### config.mk
export PLATFORM = sky130hd
export DESIGN_NAME = pesr_readout
export DESIGN_NICKNAME = d
export VERILOG_FILES = /design/src/include/pesr_pkg.sv /design/src/include/pesr_shape_if.sv /design/src/pesr_shape_store.sv /design/src/pesr_readout.sv
export SDC_FILE = /design/constraint.sdc
export NUM_CORES = 1
export LEC_CHECK = 0
export ABC_AREA = 1
export BUFFER_PORTS_ARGS = -buffer_cell sky130_fd_sc_hd__buf_2
export CORE_UTILIZATION = 57
export CTS_CLUSTER_DIAMETER = 150
export DETAILED_ROUTE_END_ITERATION = 8
export GPL_ROUTABILITY_DRIVEN = 0
export PLACE_DENSITY = 0.94
export SLEW_MARGIN = 15
export SYNTH_ARGS = -nofsm -noshare
export SYNTH_HDL_FRONTEND = slang
export SYNTH_SLANG_ARGS = --single-unit
### constraint.sdc
create_clock -name mclk -period 3.8 [get_ports mclk]
set_clock_uncertainty 0.1 [all_clocks]
set_input_delay 0.38 -clock mclk [delete_from_list [all_inputs] [get_ports mclk]]
set_output_delay 0.38 -clock mclk [all_outputs]
set_load 0.02 [all_outputs]
### src/include/pesr_pkg.sv
// Package: register map, field layout, codes and reset values of the diagnostics readout
package pesr_pkg;
    // Register offsets (word addresses on the serial control port)
    localparam logic [7:0] PESR_ADDR_CHECKER_STATE = 8'h8a;
    localparam logic [7:0] PESR_ADDR_ERROR_TALLY = 8'h89;
    localparam logic [7:0] PESR_ADDR_SEGMENT_SIZE = 8'h8b;
    localparam logic [7:0] PESR_ADDR_SHAPE_LEFT = 8'h8c;
    localparam logic [7:0] PESR_ADDR_SHAPE_TOP = 8'h8d;
    localparam logic [7:0] PESR_ADDR_SHAPE_RIGHT = 8'h8e;
    // Field positions
    localparam int PESR_STATE_LSB = 0;
    localparam int PESR_ABORT_BIT = 8;
    localparam int PESR_NODATA_BIT = 9;
    localparam int PESR_OFFSET_LSB = 8;
    localparam int PESR_PHASE_LSB = 0;
    // Limits and reset values
    localparam logic [7:0] PESR_PHASE_MAX = 8'h7f;
    localparam logic [7:0] PESR_OFFSET_ZERO_V = 8'h7f;
    localparam logic [15:0] PESR_RESET_WORD = 16'h0000;
    localparam logic [15:0] PESR_SHAPE_RESET = 16'h7f00;
    localparam int PESR_EDGE_COUNT = 3;

    // Checker state codes
    typedef enum logic [1:0] {
        PESR_CHK_IDLE = 2'h0,
        PESR_CHK_BUSY = 2'h1,
        PESR_CHK_DONE = 2'h2,
        PESR_CHK_ABORT = 2'h3
    } pesr_chk_code_t;

    // Handshake phase of the checker control
    typedef enum logic [1:0] {
        PESR_PH_IDLE,
        PESR_PH_RUN,
        PESR_PH_DONE,
        PESR_PH_ABORT
    } pesr_phase_t;
endpackage

### src/include/pesr_shape_if.sv
// Interface: shape scan result capture between the readout and its edge store
interface pesr_shape_if;
    logic capture;
    logic [7:0] offset [3];
    logic [7:0] phase [3];
    logic [15:0] word [3];
    modport store (input capture, input offset, input phase, output word);
    modport top (output capture, output offset, output phase, input word);
endinterface

### src/pesr_shape_store.sv
// Module: holding registers for the three edge shape scan results
module pesr_shape_store (
    input wire logic mclk,
    input wire logic rst,
    input wire logic ce,
    pesr_shape_if.store sh
);
    import pesr_pkg::*;

    logic [15:0] word_r [PESR_EDGE_COUNT];
    logic [15:0] word_nxt [PESR_EDGE_COUNT];

    // One holding register per edge, left then top then right
    genvar g;
    generate
        for (g = 0; g < PESR_EDGE_COUNT; g++) begin : g_edge
            // Next value: latch only on scan completion
            always_comb begin
                word_nxt[g] = word_r[g];
                if (sh.capture) begin
                    // Offset in upper byte, phase clamped to 0..127
                    word_nxt[g] = {sh.offset[g],
                        (sh.phase[g] > PESR_PHASE_MAX) ? PESR_PHASE_MAX : sh.phase[g]};
                end
            end
            // Register; reads never touch it
            always_ff @(posedge mclk) begin
                if (rst) begin
                    word_r[g] <= PESR_SHAPE_RESET;
                end else if (ce) begin
                    word_r[g] <= word_nxt[g];
                end
            end
            assign sh.word[g] = word_r[g];
        end
    endgenerate
endmodule

### src/pesr_readout.sv
// Module: read-only diagnostics registers for checker state, segment size and eye shape
module pesr_readout (
    input wire logic mclk,
    input wire logic rst,
    input wire logic ce,
    // Register read port
    input wire logic rd_en,
    input wire logic [7:0] rd_addr,
    output logic [15:0] rd_data,
    output logic rd_valid,
    // Checker control and events
    input wire logic checker_go_request,
    input wire logic checker_timed,
    input wire logic checker_run_end,
    input wire logic [15:0] checker_error_count,
    input wire logic checker_no_data,
    input wire logic cdr_locked,
    input wire logic sleep,
    // Eye monitor results
    input wire logic segment_done,
    input wire logic [15:0] eye_segment_byte_count,
    input wire logic shape_done,
    input wire logic [7:0] left_offset,
    input wire logic [7:0] left_phase,
    input wire logic [7:0] top_offset,
    input wire logic [7:0] top_phase,
    input wire logic [7:0] right_offset,
    input wire logic [7:0] right_phase,
    // Live state for the checker engine
    output logic checker_active
);
    import pesr_pkg::*;

    // Overview of the block
    //
    // Six read-only words sit behind the register read port.
    // Tally word holds the checker error count of the last run if it was a completed timed run, else zero.
    // State word holds the two-bit checker code plus abort and no-data flags.
    // Segment word holds the byte count of the last partial scan segment.
    // Three shape words hold offset and phase of left, top and right edges.
    //
    // Checker handshake
    //
    // Host raises go while the state code reads idle.
    // Device answers with busy, or with abort when unlocked or asleep.
    // A timed run ends by itself and reports done.
    // A continuous run never reports done.
    // It stays busy until the host drops go, which reports abort.
    // Lock loss or sleep during any run reports abort.
    // Host drops go after done or abort to return the code to idle.
    // A go raised again once idle is reached starts a fresh run.
    //
    // Error tally handling
    //
    // Tally clears to zero when a run is accepted.
    // Tally loads the engine count when a timed run completes.
    // After an abort the tally keeps whatever it held, which is zero.
    //
    // Flags in the state word
    //
    // Abort flag follows the outcome of the last accepted request.
    // It stays until the next request is accepted.
    // No-data flag loads with the count on completion.
    // It clears when the next request is accepted.
    //
    // Clock enable
    //
    // Every register in the block, synchronisers included, holds while ce is low.
    // A read presented while ce is low is simply not taken.
    //
    // Hazards
    //
    // Lock and sleep are asynchronous and reach the state logic two edges late.
    // A go raised within two edges of lock returning will still abort.
    // Abort wins over run end when both fall in one cycle.

    // Two-stage synchronisers for lock and sleep, which come from analog blocks
    logic [1:0] lock_sync_r, lock_sync_nxt;
    logic [1:0] sleep_sync_r, sleep_sync_nxt;
    logic lock_ok, asleep;

    // Checker state group
    pesr_phase_t phase_r, phase_nxt;       // Handshake phase
    logic timed_r, timed_nxt;              // Run is timed
    logic abort_r, abort_nxt;              // Last run aborted
    logic nodata_r, nodata_nxt;            // No transitions seen
    logic [15:0] checker_error_tally_r, checker_error_tally_nxt;
    logic [15:0] seg_r, seg_nxt;           // Segment byte count
    logic [1:0] checker_run_state;         // Reported state code

    // Read port group
    logic [15:0] rd_data_r, rd_data_nxt;
    logic rd_valid_r, rd_valid_nxt;

    pesr_shape_if sh ();

    // Synchroniser next values; first stage only feeds the second
    always_comb begin
        lock_sync_nxt = {lock_sync_r[0], cdr_locked};
        sleep_sync_nxt = {sleep_sync_r[0], sleep};
    end

    always_ff @(posedge mclk) begin
        if (rst) begin
            lock_sync_r <= 2'h0;
            sleep_sync_r <= 2'h0;
        end else if (ce) begin
            lock_sync_r <= lock_sync_nxt;
            sleep_sync_r <= sleep_sync_nxt;
        end
    end

    assign lock_ok = lock_sync_r[1];
    assign asleep = sleep_sync_r[1];

    // Map handshake phase to the reported code
    function automatic logic [1:0] code_of(input pesr_phase_t p);
        case (p)
            PESR_PH_IDLE: code_of = PESR_CHK_IDLE;
            PESR_PH_RUN: code_of = PESR_CHK_BUSY;
            PESR_PH_DONE: code_of = PESR_CHK_DONE;
            PESR_PH_ABORT: code_of = PESR_CHK_ABORT;
            default: code_of = PESR_CHK_IDLE;
        endcase
    endfunction

    // Checker handshake: go raised -> run -> done/abort; go dropped -> idle
    always_comb begin
        phase_nxt = phase_r;
        timed_nxt = timed_r;
        abort_nxt = abort_r;
        nodata_nxt = nodata_r;
        checker_error_tally_nxt = checker_error_tally_r;
        case (phase_r)
            PESR_PH_IDLE: begin
                // Host requests a run
                if (checker_go_request) begin
                    timed_nxt = checker_timed;
                    nodata_nxt = 1'b0;
                    checker_error_tally_nxt = PESR_RESET_WORD;
                    if (!lock_ok || asleep) begin
                        // Condition already present at request
                        phase_nxt = PESR_PH_ABORT;
                        abort_nxt = 1'b1;
                    end else begin
                        phase_nxt = PESR_PH_RUN;
                        abort_nxt = 1'b0;
                    end
                end
            end
            PESR_PH_RUN: begin
                if (!lock_ok || asleep) begin
                    // Lock lost or sleep during run
                    phase_nxt = PESR_PH_ABORT;
                    abort_nxt = 1'b1;
                end else if (!checker_go_request && !timed_r) begin
                    // Host stops a continuous run; reported as abort
                    phase_nxt = PESR_PH_ABORT;
                    abort_nxt = 1'b1;
                end else if (checker_run_end && timed_r) begin
                    // Only timed runs complete
                    phase_nxt = PESR_PH_DONE;
                    checker_error_tally_nxt = checker_error_count;
                    nodata_nxt = checker_no_data;
                end
            end
            PESR_PH_DONE, PESR_PH_ABORT: begin
                // Host drops go to close the handshake
                if (!checker_go_request) begin
                    phase_nxt = PESR_PH_IDLE;
                end
            end
            default: phase_nxt = PESR_PH_IDLE;
        endcase
    end

    always_ff @(posedge mclk) begin
        if (rst) begin
            phase_r <= PESR_PH_IDLE;
            timed_r <= 1'b0;
            abort_r <= 1'b0;
            nodata_r <= 1'b0;
            checker_error_tally_r <= PESR_RESET_WORD;
        end else if (ce) begin
            phase_r <= phase_nxt;
            timed_r <= timed_nxt;
            abort_r <= abort_nxt;
            nodata_r <= nodata_nxt;
            checker_error_tally_r <= checker_error_tally_nxt;
        end
    end

    // Two-bit state code
    assign checker_run_state = code_of(phase_r);
    assign checker_active = (phase_r == PESR_PH_RUN);

    // Segment byte count captured on each partial segment
    always_comb begin
        seg_nxt = segment_done ? eye_segment_byte_count : seg_r;
    end

    always_ff @(posedge mclk) begin
        if (rst) begin
            seg_r <= PESR_RESET_WORD;
        end else if (ce) begin
            seg_r <= seg_nxt;
        end
    end

    // Shape results to the edge store, in left, top, right order
    assign sh.capture = shape_done;
    assign sh.offset[0] = left_offset;
    assign sh.offset[1] = top_offset;
    assign sh.offset[2] = right_offset;
    assign sh.phase[0] = left_phase;
    assign sh.phase[1] = top_phase;
    assign sh.phase[2] = right_phase;

    pesr_shape_store u_store (
        .mclk(mclk),
        .rst(rst),
        .ce(ce),
        .sh(sh.store)
    );

    // Read port behaviour
    //
    // A read is taken at a rising edge with ce and rd_en high.
    // The word appears on rd_data one edge later, with rd_valid.
    // The valid flag stands one cycle; the data stands until the next read.
    // Reads may follow one another back to back.
    // Reads never change any result register.
    // Unmapped addresses answer zero so software sees no stale data.
    //
    // Word layout
    //
    // State word: code in the low two bits, abort flag, then no-data flag.
    // All other bits of the state word read as zero.
    // Shape words: voltage offset in the upper byte, phase in the lower.
    // Offset code 127 means zero volts at the slicer.
    // Phase never exceeds 127; larger engine values are clamped on capture.
    //
    // Timing note
    //
    // Data is taken from the registers as they stand at the taking edge.
    // A result captured at that same edge shows up on the next read.

    // Read decode; unmapped addresses return zero
    always_comb begin
        rd_valid_nxt = rd_en;
        rd_data_nxt = rd_data_r;
        if (rd_en) begin
            case (rd_addr)
                PESR_ADDR_ERROR_TALLY: rd_data_nxt = checker_error_tally_r;
                PESR_ADDR_CHECKER_STATE: begin
                    // Reserved bits read as zero
                    rd_data_nxt = PESR_RESET_WORD;
                    rd_data_nxt[PESR_STATE_LSB +: 2] = checker_run_state;
                    rd_data_nxt[PESR_ABORT_BIT] = abort_r;
                    rd_data_nxt[PESR_NODATA_BIT] = nodata_r;
                end
                PESR_ADDR_SEGMENT_SIZE: rd_data_nxt = seg_r;
                PESR_ADDR_SHAPE_LEFT: rd_data_nxt = sh.word[0];
                PESR_ADDR_SHAPE_TOP: rd_data_nxt = sh.word[1];
                PESR_ADDR_SHAPE_RIGHT: rd_data_nxt = sh.word[2];
                default: rd_data_nxt = PESR_RESET_WORD;
            endcase
        end
    end

    always_ff @(posedge mclk) begin
        if (rst) begin
            rd_data_r <= PESR_RESET_WORD;
            rd_valid_r <= 1'b0;
        end else if (ce) begin
            rd_data_r <= rd_data_nxt;
            rd_valid_r <= rd_valid_nxt;
        end
    end

    assign rd_data = rd_data_r;
    assign rd_valid = rd_valid_r;
endmodule

* Word level (Yosys, flattened, before mapping)
Memory sizes are Yosys's and may differ from the RTL's.
Cells that the tools add are included.
** Storage, ports and cells
- RAM bits :: 48
- Bits in registers :: 58
- Bits in latches :: 0
- Memory bits (read-only) :: 0
- Memories :: 1
** Memory list
- u_store.word_r :: depth 3, width 16, read ports 3, clocked after memory_dff 0, wr ports 3, RTL line pesr_shape_store.sv:10 : logic [15:0] word_r [PESR_EDGE_COUNT];
** Operators by class
- Reductions and logical operators :: 15
- Equal/unequal tests :: 16
- Multiplexer cells :: 38
- Shifts and indexed selects :: 0
- Multipliers :: 0
- Div/mod/pow operators :: 0
- Bitwise operators :: 3
- Add/sub/neg operators :: 0
- Magnitude comparators :: 3
** Operator list (number)
- 16-bit 2-to-1 mux :: 10
- 16-bit one-hot mux with 6 select lines :: 1
- 8-bit equality test (second input constant) :: 6
- 16-bit one-hot mux with 2 select lines :: 1
- 8-bit by 7-bit > comparator with 1-bit output (second input constant) :: 3
- 8-bit 2-to-1 mux :: 3
- 1-bit 2-to-1 mux :: 13
- 2-bit 2-to-1 mux :: 6
- 2-bit != test (second input constant) :: 4
- 2-bit one-hot mux with 4 select lines :: 1
- 4-bit AND reduction :: 2
- 2-bit one-hot mux with 3 select lines :: 1
- 6-bit AND reduction :: 1
- 2-bit equality test (second input constant) :: 2
- 4-bit by 1-bit != test with 1-bit output (second input constant) :: 1
- 1-bit one-hot mux with 2 select lines :: 2
- 2-bit AND reduction :: 2
- 1-bit logical NOT :: 3
- 3-bit by 1-bit != test with 1-bit output (second input constant) :: 1
- 1-bit bitwise OR :: 3
- 3-bit AND reduction :: 1
- 2-bit by 1-bit equality test with 1-bit output (second input constant) :: 1
- 1-bit logical AND :: 2
- 2-bit logical NOT :: 1
- other kinds (4) :: 4

* Depth between registers and ports, before layout
Gate-level depths: netlist of run 1.
- Word-level depth :: 5
- Depth in mapped cells :: 9

* Modules after synthesis
From an unflattened synthesis of run 1, not the netlist that was laid out.
** Second synthesis, totals
- Cells, all modules :: 572
- Area, all modules :: 4788.3 µm²
** Modules (own cells, without submodules)
- pesr_readout :: cells an instance 423, area an instance 2940.3 µm², instances 1
- pesr_shape_store :: cells an instance 149, area an instance 1848.0 µm², instances 1

* Worst setup path after synthesis of run 1
Ideal clock, no wire load.
- Path type :: input to register
- From :: in rst
- To :: mem u_store.word_r[0][0] (enable)
- Path slack :: 1.348 ns
- Arrival :: 1.946 ns
- Cell stages on the path :: 4
- Setup time :: 0.407 ns
- Buffers on the path :: 2
- Path through :: clkbuf_1 > inv_1 > buf_1 > nand2_1
** RTL lines
- start: declaration :: RTL line pesr_readout.sv:4 : input wire logic rst,
- end: declaration :: RTL line pesr_shape_store.sv:10

==> impl_metrics.tcl, run 1 <==
set metrics [dict create \
    ys_top_cells_by_area "edfxtp_1 31%, dfxtp_1 25%, nand3_1 11%, nor2_1 7.8%, nand2_1 5.0%" \
    worstPathCellList "buf_2 > inv_1 > nand2_2" \
    tightest_slew_ns 1.14 \
    cts_setup_buffers 0 \
    power.density_nw_per_um2 395 \
    power.leakage_nw 2.30 \
    min-delay-start "cdr_locked" \
    root_buffer "clkbuf_8" \
    arrival_ns 2.25 \
    synth-edff-count 48 \
    rrSetupSlack_ns 1.87 \
    drtIter0Drc 315 \
    grt-ovfl-total 0 \
    grt_pass1_wl_um 17700 \
    drive_above_1_share_pct 25.1 \
    utilization_pct 69.6 \
    fin_tns_setup_ns 0 \
    finalHoldViolCount 0 \
    fmax_ghz 0.427 \
    antenna_found_initial 0 \
    relSlewSlack_pct 24.2 \
    synth_area_sq_um 4700 \
    diodes 0 \
    wl_per_cell_um 14.7 \
    worstSetupStartpointType "input pin" \
    viasPerCell 5.52 \
    cts_tree "built" \
    synth_seq_cells 106 \
    hold-path-endpoint "lock_sync_r[0]$_SDFFE_PP0P_" \
    hold_buffers 0 \
    clock_path_buffers 2 \
    die_y_um 92.9 \
    fp.dieW_um 92.9 \
    status "finished, final reports clean" \
    firstDrtPassIters 5 \
    final-max-slew-violation-count 0 \
    min_path_cells 3 \
    synth_area_leader_cell "edfxtp_1" \
    num_vias 4198 \
    cts_buffers 9 \
    wirelength_um 11200 \
    grt_max_degree 49 \
    avgSynthCellArea_sq_um 8.51 \
    irDropWorstVdd_v 0.000214 \
    stdcell_area_sq_um 5460 \
    clk_pin_slew_ns 0.10 \
    worst_path_max_delay_cell "nand2_2" \
    place_area_sq_um 5290 \
    synth_ff_type "dfxtp_1" \
    grt_pass1_vias 3823 \
    synth.most_common_cell "nand3_1" \
    cpLargestDelayFamily "buffers and inverters" \
    cts-resized-gates 0 \
    end_kind "flop" \
    clkLatencyLatePin_ns 0.38 \
    port_buffers 117 \
    ys_top_cells_by_count "103 x nand3_1, 98 x nor2_1, 63 x nand2_1" \
    clock_sinks 106 \
    drc_errors 0 \
    yosys_warnings 0 \
    io_pins 118 \
    critical_path_class "in -> reg" \
    r2r_start "phase_r[0]$_SDFFE_PP0P_" \
    nFillCells 631 \
    cp_num_buf_inv 2 \
    period_minus_slack_ns 2.34 \
    postSynth.asyncResetShare_pct 0 \
    worstPathMaxFanout 48 \
    seq_area_sq_um 2600 \
    synthDistinctLibCells 31 \
    fp-row-count 32 \
    netlist_instances 553 \
    core_sq_um 7850 \
    min_path_type "in -> reg" \
    rsz0062_at_grt "no" \
    detail-route-antenna-nets 0 \
    reg2reg_to "phase_r[0]$_SDFFE_PP0P_" \
    ys_seq_area_share_pct 55.3 \
    synth_top_area_share_pct 30.6 \
    r2r_cells 8 \
    cpPeakStageDelay_ns 0.90 \
    maxCapViolations 0 \
    area_growth_pct 16.1 \
    final_cells 760 \
    multiInputGateArea_sq_um 1840 \
    start_util_pct 59.9 \
    setup_violations 0 \
    die_area_sq_um 8620 \
    power_mw 2.16 \
    h-tree-depth 3 \
    dp_cells 744 \
    nets 753 \
    finalCritPeriodShare_pct 61.6 \
    gr-usage-all-layers_pct 27.0 \
    cp.required_ns 3.71 \
    dp_hpwl_um 8120 \
]
## metrics by stage
| step | hold slack [ns] | setup WS [ns] |
|---|---|---|
| floorplan | 0.330 | 1.35 |
| global placement | 0.343 | 1.20 |
| detailed placement | 0.354 | 1.07 |
| CTS | 0.121 | 1.47 |
| global route | 0.140 | 1.27 |
| finish | 0.122 | 1.46 |
## how the worst max path moves through the flow
stage	startpoint	endpoint	slack (ns)	cells after the start
global placement	rst	u_store.word_r[0][15]$_SDFFCE_PN0P_	1.20	3
CTS	rst	u_store.word_r[1][11]$_SDFFCE_PN1P_	1.47	3
floorplan	rst	u_store.word_r[0][0]$_SDFFCE_PN0P_	1.35	4
global route	rst	u_store.word_r[2][9]$_SDFFCE_PN1P_	1.27	3
finish	rst	u_store.word_r[1][15]$_SDFFCE_PN0P_	1.46	3
detailed placement	rst	u_store.word_r[2][6]$_SDFFCE_PN0P_	1.07	3
## worst min-delay path, cell delays in order
cell and delay (ns):
buf_2 0.07, nor2_1 0.03, nor2_1 0.08
## layout by cell type, fill, tap and decap left out
master	Yosys	layout
o211ai_2	1	1
o21ai_0	38	38
clkinvlp_4	0	1
buf_12	0	1
nand2_1	63	62
clkbuf_8	0	9
inv_4	1	1
clkinv_1	0	1
clkinv_2	0	1
dfxtp_1	58	58
nor3_1	1	1
nand2_2	0	1
inv_2	1	1
a31oi_1	1	1
nand2_4	1	1
a21oi_1	38	38
inv_1	29	29
o22ai_1	4	4
clkbuf_1	18	1
a21oi_4	2	2
and3_1	4	4
nand3_1	103	103
edfxtp_1	48	48
nor4_1	1	1
conb_1	1	3
a21oi_2	1	1
nand3_2	1	1
buf_2	5	117
inv_6	0	1
nand4_1	1	1
nor2_1	98	97
or2_2	21	21
nor2_2	2	2
nor2_4	0	1
clkinv_4	0	2
o21bai_1	3	3
## area by class of cell
class	instances	share of cell area [%]
inverters	31	2.18
clock inverters	6	0.779
well taps	102	2.34
flip-flops and latches	106	47.7
clock buffers	10	2.34
multi-input cells	387	33.6
repair buffers	118	11.1
## metal layers
metal	share of wire, %	GRT usage [%]
met2	45	42.2
met3	7.8	4.02
met4	3.5	14.1
met5	0	0
met1	44	36.3
## registers in the layout (all words and copies together), names as in the netlist
name	flops
rd_data	16
sleep_sync_r	2
seg_r	16
timed_r	1
phase_r	2
lock_sync_r	2
abort_r	1
nodata_r	1
rd_valid	1
checker_error_tally_r	16
u_store.word_r	48
## power by group
part,switching (mW),internal (mW)
registers,0.0322,1.27
clock network,0.381,0.240
logic,0.149,0.0837
total,0.562,1.59
## kinds of logic after synthesis
family	count (synthesis)	share of synthesized area, %
AOI/OAI and AO/OA	88	10.4
buffers and inverters	62	6.01
DFF	106	55.3
other	1	0.0797
and+or+nand+nor	296	28.2
Note: power is estimated with default switching activity, not from simulation.
==> inputs of run 2 (changes only) <==
--- a/config.mk
+++ b/config.mk
@@ -7,11 +7,11 @@
 export LEC_CHECK = 0
 export ABC_AREA = 1
 export BUFFER_PORTS_ARGS = -buffer_cell sky130_fd_sc_hd__buf_2
-export CORE_UTILIZATION = 57
+export CORE_UTILIZATION = 48
 export CTS_CLUSTER_DIAMETER = 150
 export DETAILED_ROUTE_END_ITERATION = 8
 export GPL_ROUTABILITY_DRIVEN = 0
-export PLACE_DENSITY = 0.94
+export PLACE_DENSITY = 0.85
 export SLEW_MARGIN = 15
 export SYNTH_ARGS = -nofsm -noshare
 export SYNTH_HDL_FRONTEND = slang
==> constraint.sdc (replaced) <==
create_clock -name mclk -period 2.06 [get_ports mclk]
set_clock_uncertainty 0.1 [all_clocks]
set_input_delay 0.206 -clock mclk [delete_from_list [all_inputs] [get_ports mclk]]
set_output_delay 0.206 -clock mclk [all_outputs]
set_load 0.02 [all_outputs]
==> impl_metrics.tcl, run 2 (synthesized netlist as in run 1, its figures left out) <==
set metrics [dict create \
    port_buffers 117 \
    grt_pass1_wl_um 19200 \
    grt_pass1_vias 4064 \
    grt_max_degree 78 \
    regMostFlops "u_store.word_r" \
    multiInputGateArea_sq_um 1840 \
    largest_reg_flops 48 \
    antenna_found_initial 0 \
    clkLatencyLatePin_ns 0.37 \
    power.leakage_nw 2.49 \
    finalCritPeriodShare_pct 87.4 \
    seq_area_sq_um 2600 \
    irDropWorstVdd_v 0.000398 \
    die_y_um 101 \
    min_path_type "in -> reg" \
    drive_above_1_share_pct 25.4 \
    worstPathMaxFanout 18 \
    end_kind "output port" \
    nFillCells 786 \
    gr-usage-all-layers_pct 24.8 \
    clock_sinks 106 \
    finalHoldViolCount 0 \
    nets 795 \
    worstSetupStartpointType "flop" \
    cts_setup_buffers 0 \
    fp-row-count 35 \
    rsz0062_at_grt "no" \
    firstDrtPassIters 5 \
    power.density_nw_per_um2 690 \
    fmax_ghz 0.556 \
    hold_buffers 29 \
    cp.required_ns 1.75 \
    drc_errors 0 \
    critical_path_class "reg -> out" \
    r2r_cells 7 \
    num_vias 4426 \
    wirelength_um 12200 \
    start_util_pct 50.2 \
    fp.dieW_um 101 \
    status "finished, final reports clean" \
    fin_tns_setup_ns 0 \
    most-common-layout-cells "117 x buf_2, 103 x nand3_1, 97 x nor2_1" \
    min_path_cells 3 \
    detail-route-antenna-nets 0 \
    power_mw 4.08 \
    area_growth_pct 25.6 \
    cts_tree "built" \
    drtIter0Drc 336 \
    period_minus_slack_ns 1.80 \
    cts_buffers 9 \
    dp_hpwl_um 8460 \
    setup_violations 0 \
    viasPerCell 5.34 \
    maxCapViolations 0 \
    layout_commonest_cell "buf_2" \
    clock_path_buffers 2 \
    arrival_ns 1.49 \
    io_pins 118 \
    core_sq_um 9370 \
    die_area_sq_um 10200 \
    cts-resized-gates 0 \
    wl_per_cell_um 14.7 \
    h-tree-depth 3 \
    final-max-slew-violation-count 0 \
    root_buffer "clkbuf_8" \
    diodes 0 \
    grt-ovfl-total 0 \
    clk_pin_slew_ns 0.10 \
]
[run 2: report_power, final]
group / switching (mW) / internal [mW] / total (mW)
sequential: 0.0632 / 2.34 / 2.41
combinational: 0.286 / 0.208 / 0.494
clock: 0.728 / 0.450 / 1.18
total: 1.08 / 3.00 / 4.08
[run 2: path summary, 6_finish.rpt]
| path | from | endpoint | slack (ns) |
|---|---|---|---|
| setup / recovery | phase_r[0]$_SDFFE_PP0P_ | checker_active | 0.26 |
| hold / removal | eye_segment_byte_count[15] | seg_r[15]$_SDFFE_PP0P_ | 0.01 |
| setup reg to reg | phase_r[1]$_SDFFE_PP0P_ | checker_error_tally_r[13]$_SDFFE_PP0P_ | 0.29 |
| hold reg to reg | lock_sync_r[1]$_SDFFE_PP0P_ | lock_sync_r[1]$_SDFFE_PP0P_ | 0.37 |
[run 2: through the flow]
stage / cell area [sq um] / hold WS [ns] / util [%] / worst slack [ns] / instances
after floorplan: 4710 / 0.241 / - / 0.228 / 555
after global placement: 5420 / 0.338 / 57.8 / 0.397 / 782
after detailed placement: 5420 / 0.359 / 57.8 / 0.305 / 782
after CTS: 5890 / 0.00101 / 62.8 / 0.249 / 827
after global routing: 5910 / 0.00424 / 63.0 / 0.114 / 829
final: 5910 / 0.0131 / 63.0 / 0.260 / 829
[run 2: critical path: stages (launching register included)]
cell,delay [ns]
dfxtp_1,0.44
inv_1,0.13
nor2_2,0.12
buf_4,0.23
buf_2,0.20
[run 2: layout make-up]
type / count / share of cell area, %
Multi-Input combinational cell: 387 / 31.1
Timing Repair Buffer: 160 / 17.1
Sequential cell: 106 / 44.0
Clock buffer: 9 / 2.10
Clock inverter: 7 / 0.911
Inverter: 31 / 2.01
Tap cell: 129 / 2.73
[run 2: metal layers]
metal | routed length [um] | track usage, % | vias up
met2 | 5640 | 39.6 | 237
met3 | 1000 | 5.48 | 47
met4 | 444 | 10.7 | 0
met1 | 5080 | 32.6 | 1998
met5 | 0 | 0 | -
li1 | - | - | 2144
